### config.mk
export PLATFORM = sky130hd
export DESIGN_NAME = spis_top
export DESIGN_NICKNAME = d
export VERILOG_FILES = /design/src/rtl/spis_pkg.sv /design/src/rtl/spis_fifo.sv /design/src/rtl/spis_top.sv
export SDC_FILE = /design/constraint.sdc
export NUM_CORES = 1
export LEC_CHECK = 0
export ABC_AREA = 1
export BUFFER_PORTS_ARGS = -buffer_cell sky130_fd_sc_hd__buf_4
export CAP_MARGIN = 10
export CORE_ASPECT_RATIO = 0.75
export CORE_MARGIN = 5
export CORE_UTILIZATION = 49
export CTS_CLUSTER_SIZE = 25
export DETAILED_ROUTE_END_ITERATION = 7
export GPL_TIMING_DRIVEN = 0
export PLACE_DENSITY = 0.65
export RECOVER_POWER = 50
export SYNTH_ARGS = -nofsm -noshare
export SYNTH_HDL_FRONTEND = slang
export SYNTH_SLANG_ARGS = --single-unit
### constraint.sdc
create_clock -name i_clk_sys -period 3.55 [get_ports i_clk_sys]
set_clock_uncertainty 0.1 [all_clocks]
set_input_delay 1.065 -clock i_clk_sys [delete_from_list [all_inputs] [get_ports i_clk_sys]]
set_output_delay 1.065 -clock i_clk_sys [all_outputs]
set_load 0.01 [all_outputs]
### src/rtl/spis_pkg.sv
package spis_pkg;
	// Register indices; each register takes one aligned word, at four times its index.
	localparam logic [15:0] SPIS_TX_IDX = 16'h1054;
	localparam logic [15:0] SPIS_RX_IDX = 16'h1055;
	localparam logic [15:0] SPIS_CTL_IDX = 16'h1056;
	localparam logic [15:0] SPIS_TXDATA_IDX = 16'h1057;
	localparam logic [15:0] SPIS_RXDATA_IDX = 16'h1058;
	// Register byte addresses on APB.
	localparam logic [15:0] SPIS_TX_ADDR = {SPIS_TX_IDX[13:0], 2'b00};
	localparam logic [15:0] SPIS_RX_ADDR = {SPIS_RX_IDX[13:0], 2'b00};
	localparam logic [15:0] SPIS_CTL_ADDR = {SPIS_CTL_IDX[13:0], 2'b00};
	localparam logic [15:0] SPIS_TXDATA_ADDR = {SPIS_TXDATA_IDX[13:0], 2'b00};
	localparam logic [15:0] SPIS_RXDATA_ADDR = {SPIS_RXDATA_IDX[13:0], 2'b00};
	// Field positions.
	localparam int SPIS_TX_IE_BIT = 0;
	localparam int SPIS_TX_EMPTY_BIT = 6;
	localparam int SPIS_TX_RDY_BIT = 7;
	localparam int SPIS_CTL_SRST_BIT = 0;
	// Reset values.
	localparam logic SPIS_TX_RDY_RST = 1'b1;
	localparam logic SPIS_TX_EMPTY_RST = 1'b1;
	localparam logic SPIS_IE_RST = 1'b0;
	localparam logic SPIS_SRST_RST = 1'b0;
	// Transmit FIFO shape.
	localparam int SPIS_FIFO_W = 8;
	localparam int SPIS_FIFO_D = 32;
	localparam int SPIS_FIFO_AW = 5;
	typedef enum logic [0:0] {SPIS_TX_IDLE, SPIS_TX_BUSY} spis_txst_t;
endpackage

### src/rtl/spis_fifo.sv
`timescale 1ns/100ps
`default_nettype none
module spis_fifo #(
	parameter int W = 8,
	parameter int D = 32,
	parameter int AW = 5
) (
	input wire logic i_clk_sys,
	input wire logic i_rst_n,
	input wire logic i_clr,
	input wire logic i_in_valid,
	output logic o_in_ready,
	input wire logic [W-1:0] i_in_data,
	output logic o_out_valid,
	input wire logic i_out_ready,
	output logic [W-1:0] o_out_data
);
	typedef struct packed {
		logic [AW-1:0] wp;
		logic [AW-1:0] rp;
		logic [AW:0] cnt;
		logic [W-1:0] dout;
		logic dv;
	} spis_fifo_st_t;
	spis_fifo_st_t s_r, s_nxt;
	logic [W-1:0] mem_r [D];
	logic push, pop;

	// Handshakes; the output word sits in a register stage that counts toward the depth,
	// so the buffer never holds more than D words in all.
	assign o_in_ready = ((s_r.cnt + (AW+1)'(s_r.dv)) != (AW+1)'(D));
	assign push = i_in_valid && o_in_ready;
	assign o_out_valid = s_r.dv;
	assign o_out_data = s_r.dout;
	assign pop = (s_r.cnt != '0) && (!s_r.dv || i_out_ready);

	// Pointer and output register update.
	always_comb
	begin
		s_nxt = s_r;
		if (s_r.dv && i_out_ready)
			s_nxt.dv = 1'b0;
		if (pop)
		begin
			s_nxt.dout = mem_r[s_r.rp];
			s_nxt.dv = 1'b1;
			s_nxt.rp = s_r.rp + 1'b1;
		end
		if (push)
			s_nxt.wp = s_r.wp + 1'b1;
		s_nxt.cnt = s_r.cnt + (AW+1)'(push) - (AW+1)'(pop);
		if (i_clr)
			s_nxt = '0;
	end

	// State register.
	always_ff @(posedge i_clk_sys or negedge i_rst_n)
	begin
		if (!i_rst_n)
			s_r <= '0;
		else
			s_r <= s_nxt;
	end

	// Storage array carries no reset; only pointers say what is valid.
	always_ff @(posedge i_clk_sys)
	begin
		if (push)
			mem_r[s_r.wp] <= i_in_data;
	end
endmodule
`default_nettype wire

### src/rtl/spis_top.sv
// Overview of operation
// - Transmit flags update per character: ready when the shifter takes it, empty once it is fully shifted out.
// - Transmit interrupt enable bit 0, resets 0, gates only the request.
// - Buffer-ready bit 7 sets while the holding FIFO has room, clears when a write fills it.
// - Transmit interrupt requested while buffer-ready set and enable is 1.
// - Buffer-ready is read-only and forced 1 by soft or system reset.
// - Transmitter-empty bit 6 is 1 when the FIFO output stage and the shifter are empty.
// - Transmitter-empty is forced 1 by soft or system reset.
// - Transmit register bits one to five are reserved, read undefined.
// - Receive flags update per received character, clear on buffer read.
// - Receive register: enable bit 0 plus seven read-only flags, reset 0.
// - Receive enable gates only char-ready and break requests, not flags.
// - Overrun sets when a new character overwrites an unread one.
`timescale 1ns/100ps
`default_nettype none
module spis_top (
	input wire logic i_clk_sys,
	input wire logic i_rst_n,
	input wire logic i_psel,
	input wire logic i_penable,
	input wire logic i_pwrite,
	input wire logic [15:0] i_paddr,
	input wire logic [31:0] i_pwdata,
	output logic [31:0] o_prdata,
	output logic o_pready,
	output logic o_pslverr,
	output logic o_shift_valid,
	output logic [spis_pkg::SPIS_FIFO_W-1:0] o_shift_data,
	input wire logic i_shift_ready,
	input wire logic i_shift_done,
	input wire logic i_rx_char_valid,
	input wire logic [7:0] i_rx_char_data,
	input wire logic i_rx_break,
	input wire logic i_rx_framing,
	input wire logic i_rx_parity,
	input wire logic i_rx_wakeup,
	output logic o_tx_irq_req,
	output logic o_rx_irq_req
);
	import spis_pkg::*;

	typedef struct packed {
		logic tx_ie;
		logic rx_ie;
		logic srst_n;
		spis_txst_t txst;
		logic [7:0] rx_holding_buffer;
		logic rx_rdy;
		logic brk;
		logic fe;
		logic oe;
		logic pe;
		logic wake;
		logic [31:0] prdata;
	} spis_st_t;
	spis_st_t s_r, s_nxt;

	logic wr_en, rd_en, rd_setup, addr_ok, soft_rst;
	logic fifo_in_ready, fifo_out_valid, tx_push, tx_rdy, tx_empty;
	logic [7:0] tx_reg;

	// Single-cycle access phase; an unmapped address answers with pslverr.
	function automatic logic spis_hit(input logic [15:0] a);
		spis_hit = (a == SPIS_TX_ADDR) || (a == SPIS_RX_ADDR) || (a == SPIS_CTL_ADDR)
			|| (a == SPIS_TXDATA_ADDR) || (a == SPIS_RXDATA_ADDR);
	endfunction

	// Receive register image: summary, ready, break, framing, overrun, parity, wake, enable.
	function automatic logic [7:0] spis_rx_pack(input spis_st_t st);
		spis_rx_pack = {st.brk || st.fe || st.oe || st.pe, st.rx_rdy, st.brk, st.fe,
			st.oe, st.pe, st.wake, st.rx_ie};
	endfunction

	assign addr_ok = spis_hit(i_paddr);
	assign o_pready = 1'b1;
	assign o_pslverr = i_psel && i_penable && !addr_ok;
	assign wr_en = i_psel && i_penable && i_pwrite && addr_ok;
	assign rd_en = i_psel && i_penable && !i_pwrite && addr_ok;
	assign rd_setup = i_psel && !i_penable && !i_pwrite;
	assign soft_rst = !s_r.srst_n;
	assign o_prdata = s_r.prdata;

	// Writes to the data word feed the holding FIFO; a write while it is full is dropped.
	assign tx_push = wr_en && (i_paddr == SPIS_TXDATA_ADDR) && fifo_in_ready && !soft_rst;

	spis_fifo #(
		.W(SPIS_FIFO_W),
		.D(SPIS_FIFO_D),
		.AW(SPIS_FIFO_AW)
	) u_fifo (
		.i_clk_sys(i_clk_sys),
		.i_rst_n(i_rst_n),
		.i_clr(soft_rst),
		.i_in_valid(tx_push),
		.o_in_ready(fifo_in_ready),
		.i_in_data(i_pwdata[7:0]),
		.o_out_valid(fifo_out_valid),
		.i_out_ready(i_shift_ready && !soft_rst),
		.o_out_data(o_shift_data)
	);
	assign o_shift_valid = fifo_out_valid && !soft_rst;

	// Ready follows buffer space; a held soft reset forces the flag high.
	assign tx_rdy = soft_rst || fifo_in_ready;
	// Empty needs no word in the FIFO output stage and no character still on the shifter.
	assign tx_empty = soft_rst || (!fifo_out_valid && (s_r.txst == SPIS_TX_IDLE));
	// The request is gated by the enable; the flag itself is not.
	assign o_tx_irq_req = tx_rdy && s_r.tx_ie;
	assign o_rx_irq_req = s_r.rx_ie && (s_r.rx_rdy || s_r.brk);

	// Reserved bits 1..5 return zero here, but nobody may count on that.
	assign tx_reg = {tx_rdy, tx_empty, 5'h00, s_r.tx_ie};

	// Next-state logic for control, shifter tracking and receive flags.
	always_comb
	begin
		s_nxt = s_r;
		if (wr_en && i_paddr == SPIS_TX_ADDR)
			s_nxt.tx_ie = i_pwdata[SPIS_TX_IE_BIT];
		if (wr_en && i_paddr == SPIS_RX_ADDR)
			s_nxt.rx_ie = i_pwdata[0];
		if (wr_en && i_paddr == SPIS_CTL_ADDR)
			s_nxt.srst_n = i_pwdata[SPIS_CTL_SRST_BIT];
		// Shifter is busy from hand-off until the line reports the last bit out.
		unique case (s_r.txst)
			SPIS_TX_IDLE:
				if (o_shift_valid && i_shift_ready)
					s_nxt.txst = SPIS_TX_BUSY;
			SPIS_TX_BUSY:
				if (i_shift_done)
					s_nxt.txst = (o_shift_valid && i_shift_ready) ? SPIS_TX_BUSY
						: SPIS_TX_IDLE;
		endcase
		// Reading the buffer clears flags; an arriving character wins the same cycle.
		if (rd_en && i_paddr == SPIS_RXDATA_ADDR)
		begin
			s_nxt.rx_rdy = 1'b0;
			s_nxt.brk = 1'b0;
			s_nxt.fe = 1'b0;
			s_nxt.oe = 1'b0;
			s_nxt.pe = 1'b0;
			s_nxt.wake = 1'b0;
		end
		if (i_rx_char_valid)
		begin
			s_nxt.oe = s_r.rx_rdy && !(rd_en && i_paddr == SPIS_RXDATA_ADDR);
			s_nxt.rx_holding_buffer = i_rx_char_data;
			s_nxt.rx_rdy = 1'b1;
			s_nxt.brk = i_rx_break;
			s_nxt.fe = i_rx_framing;
			s_nxt.pe = i_rx_parity;
			s_nxt.wake = i_rx_wakeup;
		end
		// Soft reset freezes the operating flags at their reset values.
		if (soft_rst)
		begin
			s_nxt.txst = SPIS_TX_IDLE;
			s_nxt.rx_rdy = 1'b0;
			s_nxt.brk = 1'b0;
			s_nxt.fe = 1'b0;
			s_nxt.oe = 1'b0;
			s_nxt.pe = 1'b0;
			s_nxt.wake = 1'b0;
		end
		// Read data is loaded at the setup edge, so it already stands when the access
		// edge samples it with pready. Receive values come from the next state, so a
		// character landing on the setup edge is shown rather than lost by the clear.
		if (rd_setup)
		begin
			s_nxt.prdata = 32'h0000_0000;
			if (i_paddr == SPIS_TX_ADDR)
				s_nxt.prdata = {24'h000000, tx_reg};
			else if (i_paddr == SPIS_RX_ADDR)
				s_nxt.prdata = {24'h000000, spis_rx_pack(s_nxt)};
			else if (i_paddr == SPIS_CTL_ADDR)
				s_nxt.prdata = {31'h00000000, s_r.srst_n};
			else if (i_paddr == SPIS_RXDATA_ADDR)
				s_nxt.prdata = {24'h000000, s_nxt.rx_holding_buffer};
		end
	end

	// State register with asynchronous system reset.
	always_ff @(posedge i_clk_sys or negedge i_rst_n)
	begin
		if (!i_rst_n)
		begin
			s_r <= '0;
			s_r.tx_ie <= SPIS_IE_RST;
			s_r.rx_ie <= SPIS_IE_RST;
			s_r.srst_n <= SPIS_SRST_RST;
			s_r.txst <= SPIS_TX_IDLE;
		end
		else
			s_r <= s_nxt;
	end
endmodule
`default_nettype wire

==> results <==
- The worst setup path is launched from a flop.
- The sum of net half-perimeters after detailed placement is 24790 µm.
- The count of final setup violators is 0.
- The multiplexer share of the synthesized area is 0.08374%.
- The share of flip-flops with an asynchronous set or reset is 16.61%.
- The leading area contributor after synthesis is sky130_fd_sc_hd__edfxtp_1.
- After the flow finishes, the layout carries non-filler instances totaling 1699.
- The cell count after synthesis came out at 1204.
- STA puts the critical path data arrival time at 2250 ps.
- The endpoint of the worst register-to-register path is u_fifo.s_r[14].
- Setup repair after global routing left no endpoint under its margin.
- The global-route wire length before repair is 54410 µm.
- The count of state elements after synthesis is 307.
- The worst register-to-register path begins at u_fifo.o_out_valid.
- Clock-pin slew was measured on the worst setup and hold paths at 60 ps.
- The horizontal extent of the die is 201.3 µm.
- The number of antenna violations at the first check in global routing is 0.
- The count of H-tree levels built during CTS is 1.
- Cells fill 56.96% of the core in the end.
- For the pin with the worst max-slew slack, the measured transition is 1874 ps.
- The die outline area is 0.03089 mm².
- The core region is 0.02700 mm².
- The headroom to the max-slew limit is -24.92%.
- The count of buffers inserted at the top-level ports is 62.
- The complex-gate fraction of the synthesized area is 10.21%.
- The worst hold path begins at s_r[41].
- The number of different library cells in the post-synthesis netlist is 38.
- The buffer depth of the longest clock path is 3.
- The final antenna-violating net count is 0.
- 0 antenna diodes ended up in the layout.
- The cell total after placement is 1640.
- At the worst endpoint, the required time is 2380 ps.
- Of the total synthesized cell area, the portion taken by full adders, half adders and majority gates is 1.824%.
- The highest attainable clock frequency is 293.0 MHz.
- The number of enable-type register cells in the synthesized netlist is 256.
- TritonCTS built the clock tree.
- The fill cell total of the finished layout is 2275.
- The commonest cells after synthesis are sky130_fd_sc_hd__edfxtp_1 (256), sky130_fd_sc_hd__nor2_1 (221), sky130_fd_sc_hd__nand2_1 (166).
- The critical path endpoint category is an output pin.
- The worst slack after detailed placement is -101.4 ps.
- Sequential cells were found to cover 66.65% of the synthesized design area.
- Summed over all failing endpoints, the final setup total negative slack is 0 ps.
- In this run the worst path has a maximum fanout of 2.
- For this run, the number of Yosys warnings is 0.
- The clock net sink count is 307.
- The slack of the worst reg-to-reg path is 310 ps.
- The leftover overflow at the end of global routing is 0.
- The most frequently used flop master after synthesis is sky130_fd_sc_hd__edfxtp_1.
- The run finished, with violations left.
- The final reports fail on max-capacitance violations, max-slew violations.
- The post-detailed-route via-to-cell ratio is 5.636.
- The via total after detailed routing is 9575.
- The simple-gate share of the synthesized area is 14.64%.
- The setup path with the least slack is of type flop to output pin.
- For this run, design rule violations remaining after detail routing come to 0.
- The total length of routed wires is 36400 µm.
- Entering global routing, the biggest net connects 52 pins.
- The worst-case setup margin in the final layout is 136.6 ps.
- The post-synthesis cell area is 0.01345 mm².
- After layout, the worst path uses 96.15% of the clock period.
- The layout cell share with drive strength beyond 1 is 14.91%.
- The per-cell routed wire length is 21.43 µm.
- The class of the tightest hold or removal check is flop to flop.
- The worst hold path terminates at s_r[41].
- The cell depth of the worst hold path is 2.
- The mean post-synth cell area is 11.17 µm².
- The post-synthesis to final-layout area growth is 14.37%.
- The number of buffers inserted for hold repair after clock tree synthesis is 0.
- Global routing consumed, over all layers together, 23.14% of the routing resources.
- Clock tree synthesis selected as its root buffer the cell sky130_fd_sc_hd__clkbuf_16.
- The clock buffer count from CTS is 30.
- Summing the areas of all xor and xnor instances in the mapped netlist gives 0.1954% of the synthesized area.
- The via count of the first global-routing pass is 8710.
- The count of final max-slew check failures was 267.
- Dividing total power by cell area gives a power density of 680.4 mW/mm².
- After synthesis, the largest family of logic cells by area is simple AND/OR/NAND/NOR gates.
- Once the floorplan was initialized, standard cells occupied 49.81% of the core.
- In this run the core area contains 52 standard-cell rows.
- The worst reg-to-reg path cell count is 18.
- The number of DRC markers in iteration 0 is 1267.
- The final-stage net count is 1411.
- The library cell with the highest instance count after synthesis is sky130_fd_sc_hd__edfxtp_1.
- The total iterations of the first detailed-routing run is 5.
- The die is 153.5 µm tall.
- The maximum VDD drop is 402.4 µV.
- Sorting the synthesized cells by area gives the leading types as sky130_fd_sc_hd__edfxtp_1 (57%), sky130_fd_sc_hd__dfrtp_1 (9.5%), sky130_fd_sc_hd__nor2_1 (6.2%).
- The share of synthesized area in the top cell type comes to 57.16%.
- The top-level port count is 113.
- Across the run, the number of max-cap violations was 8.
- Summed over all cells, the static leakage comes to 5.815 nW.
- The number of failing hold endpoints at the final stage is 0.
- The final critical-path required period is 3413 ps.
- In this run the worst setup path begins at u_fifo.o_out_valid.
- The minimum hold slack is 371.0 ps.
- For the worst-skew pair, the clock arrives at the later sink with an insertion delay of 570 ps.
- The final estimated routing congestion in global placement is 0.9306.
metal layers:
| metal | vias up | routed length, µm | track usage, % |
|---|---|---|---|
| met2 | 497 | 14970 | 32.14 |
| li1 | 4387 | - | - |
| met1 | 4646 | 16620 | 37.37 |
| met4 | 0 | 591 | 4.001 |
| met3 | 45 | 4219 | 5.550 |
| met5 | - | 0 | 0 |
flip-flops by register name (all words and copies together) (netlist names):
name,count
s_r,18
u_fifo.mem_r,256
o_prdata,8
u_fifo.o_out_valid,1
u_fifo.o_out_data,8
u_fifo.s_r,16
final cells by class:
class	count	area [µm²]	area share [%]
sequential	307	8964	58.28
multi-input combinational	759	3725	24.22
clock buffer	35	769.5	5.003
buffer	98	606.8	3.946
timing repair buffer	65	455.4	2.961
tap	351	439.2	2.856
inverter	63	240.2	1.562
clock inverter	21	180.2	1.171
per-stage QoR:
stage / area [µm²] / total power, mW
6_report: 15380 / 10.46
5_1_grt: 15380 / 10.95
4_1_cts: 15400 / 10.41
3_5_place_dp: 14440 / 7.325
3_3_place_gp: 14440 / 7.297
2_1_floorplan: 13530 / 6.114
where the power goes:
part	internal (mW)	total, mW	switching, mW
combinational	1.01	3.23	2.22
clock	1.76	3.11	1.35
sequential	4.04	4.12	0.0881
worst max-delay path: stages (launching register included):
cell and delay, ps:
sky130_fd_sc_hd__dfrtp_1 400, sky130_fd_sc_hd__ha_2 200, sky130_fd_sc_hd__ha_1 270, sky130_fd_sc_hd__nor2_1 110, sky130_fd_sc_hd__o21ai_1 70, sky130_fd_sc_hd__nor2_1 100, sky130_fd_sc_hd__nand4_1 80, sky130_fd_sc_hd__buf_4 170
sky130_fd_sc_hd__o21ai_2 120, sky130_fd_sc_hd__inv_1 50, sky130_fd_sc_hd__buf_4 140
timing repair:
action / CTS / global route
buffers inserted: 2 / 1
pin swaps: 1 / 0
resized for setup: 1 / 3
endpoints found under the setup margin: 1 / 2
logic make-up (layout without fill, tap and decap cells):
logic type / count (synthesis) / after routing
AO/OA/AOI/OAI: 247 / 247
XOR/XNOR: 3 / 3
adder cells (fa/ha/maj): 19 / 19
buffers and inverters: 161 / 282
flip-flops: 307 / 307
multiplexers: 1 / 1
other: 2 / 25
AND/OR/NAND/NOR: 464 / 464
worst max path at each step:
stage / cells past startpoint / end
after floorplan: 18 / u_fifo.s_r[13]
after global placement: 18 / u_fifo.s_r[13]
after detailed placement: 18 / u_fifo.s_r[13]
after CTS: 10 / o_tx_irq_req
after global routing: 10 / o_tx_irq_req
final: 10 / o_tx_irq_req
cells in the final DEF, fill, tap and decap left out, drive strengths merged, types with 25 or more instances in the layout:
master  count
o22ai      36
inv        60
o211ai     30
edfxtp    256
nand2     172
nor2      231
buf       127
o21ai     158
conb       25
nand3      32
clkbuf     71
dfrtp      51
Power figures use the tool's default switching activity.
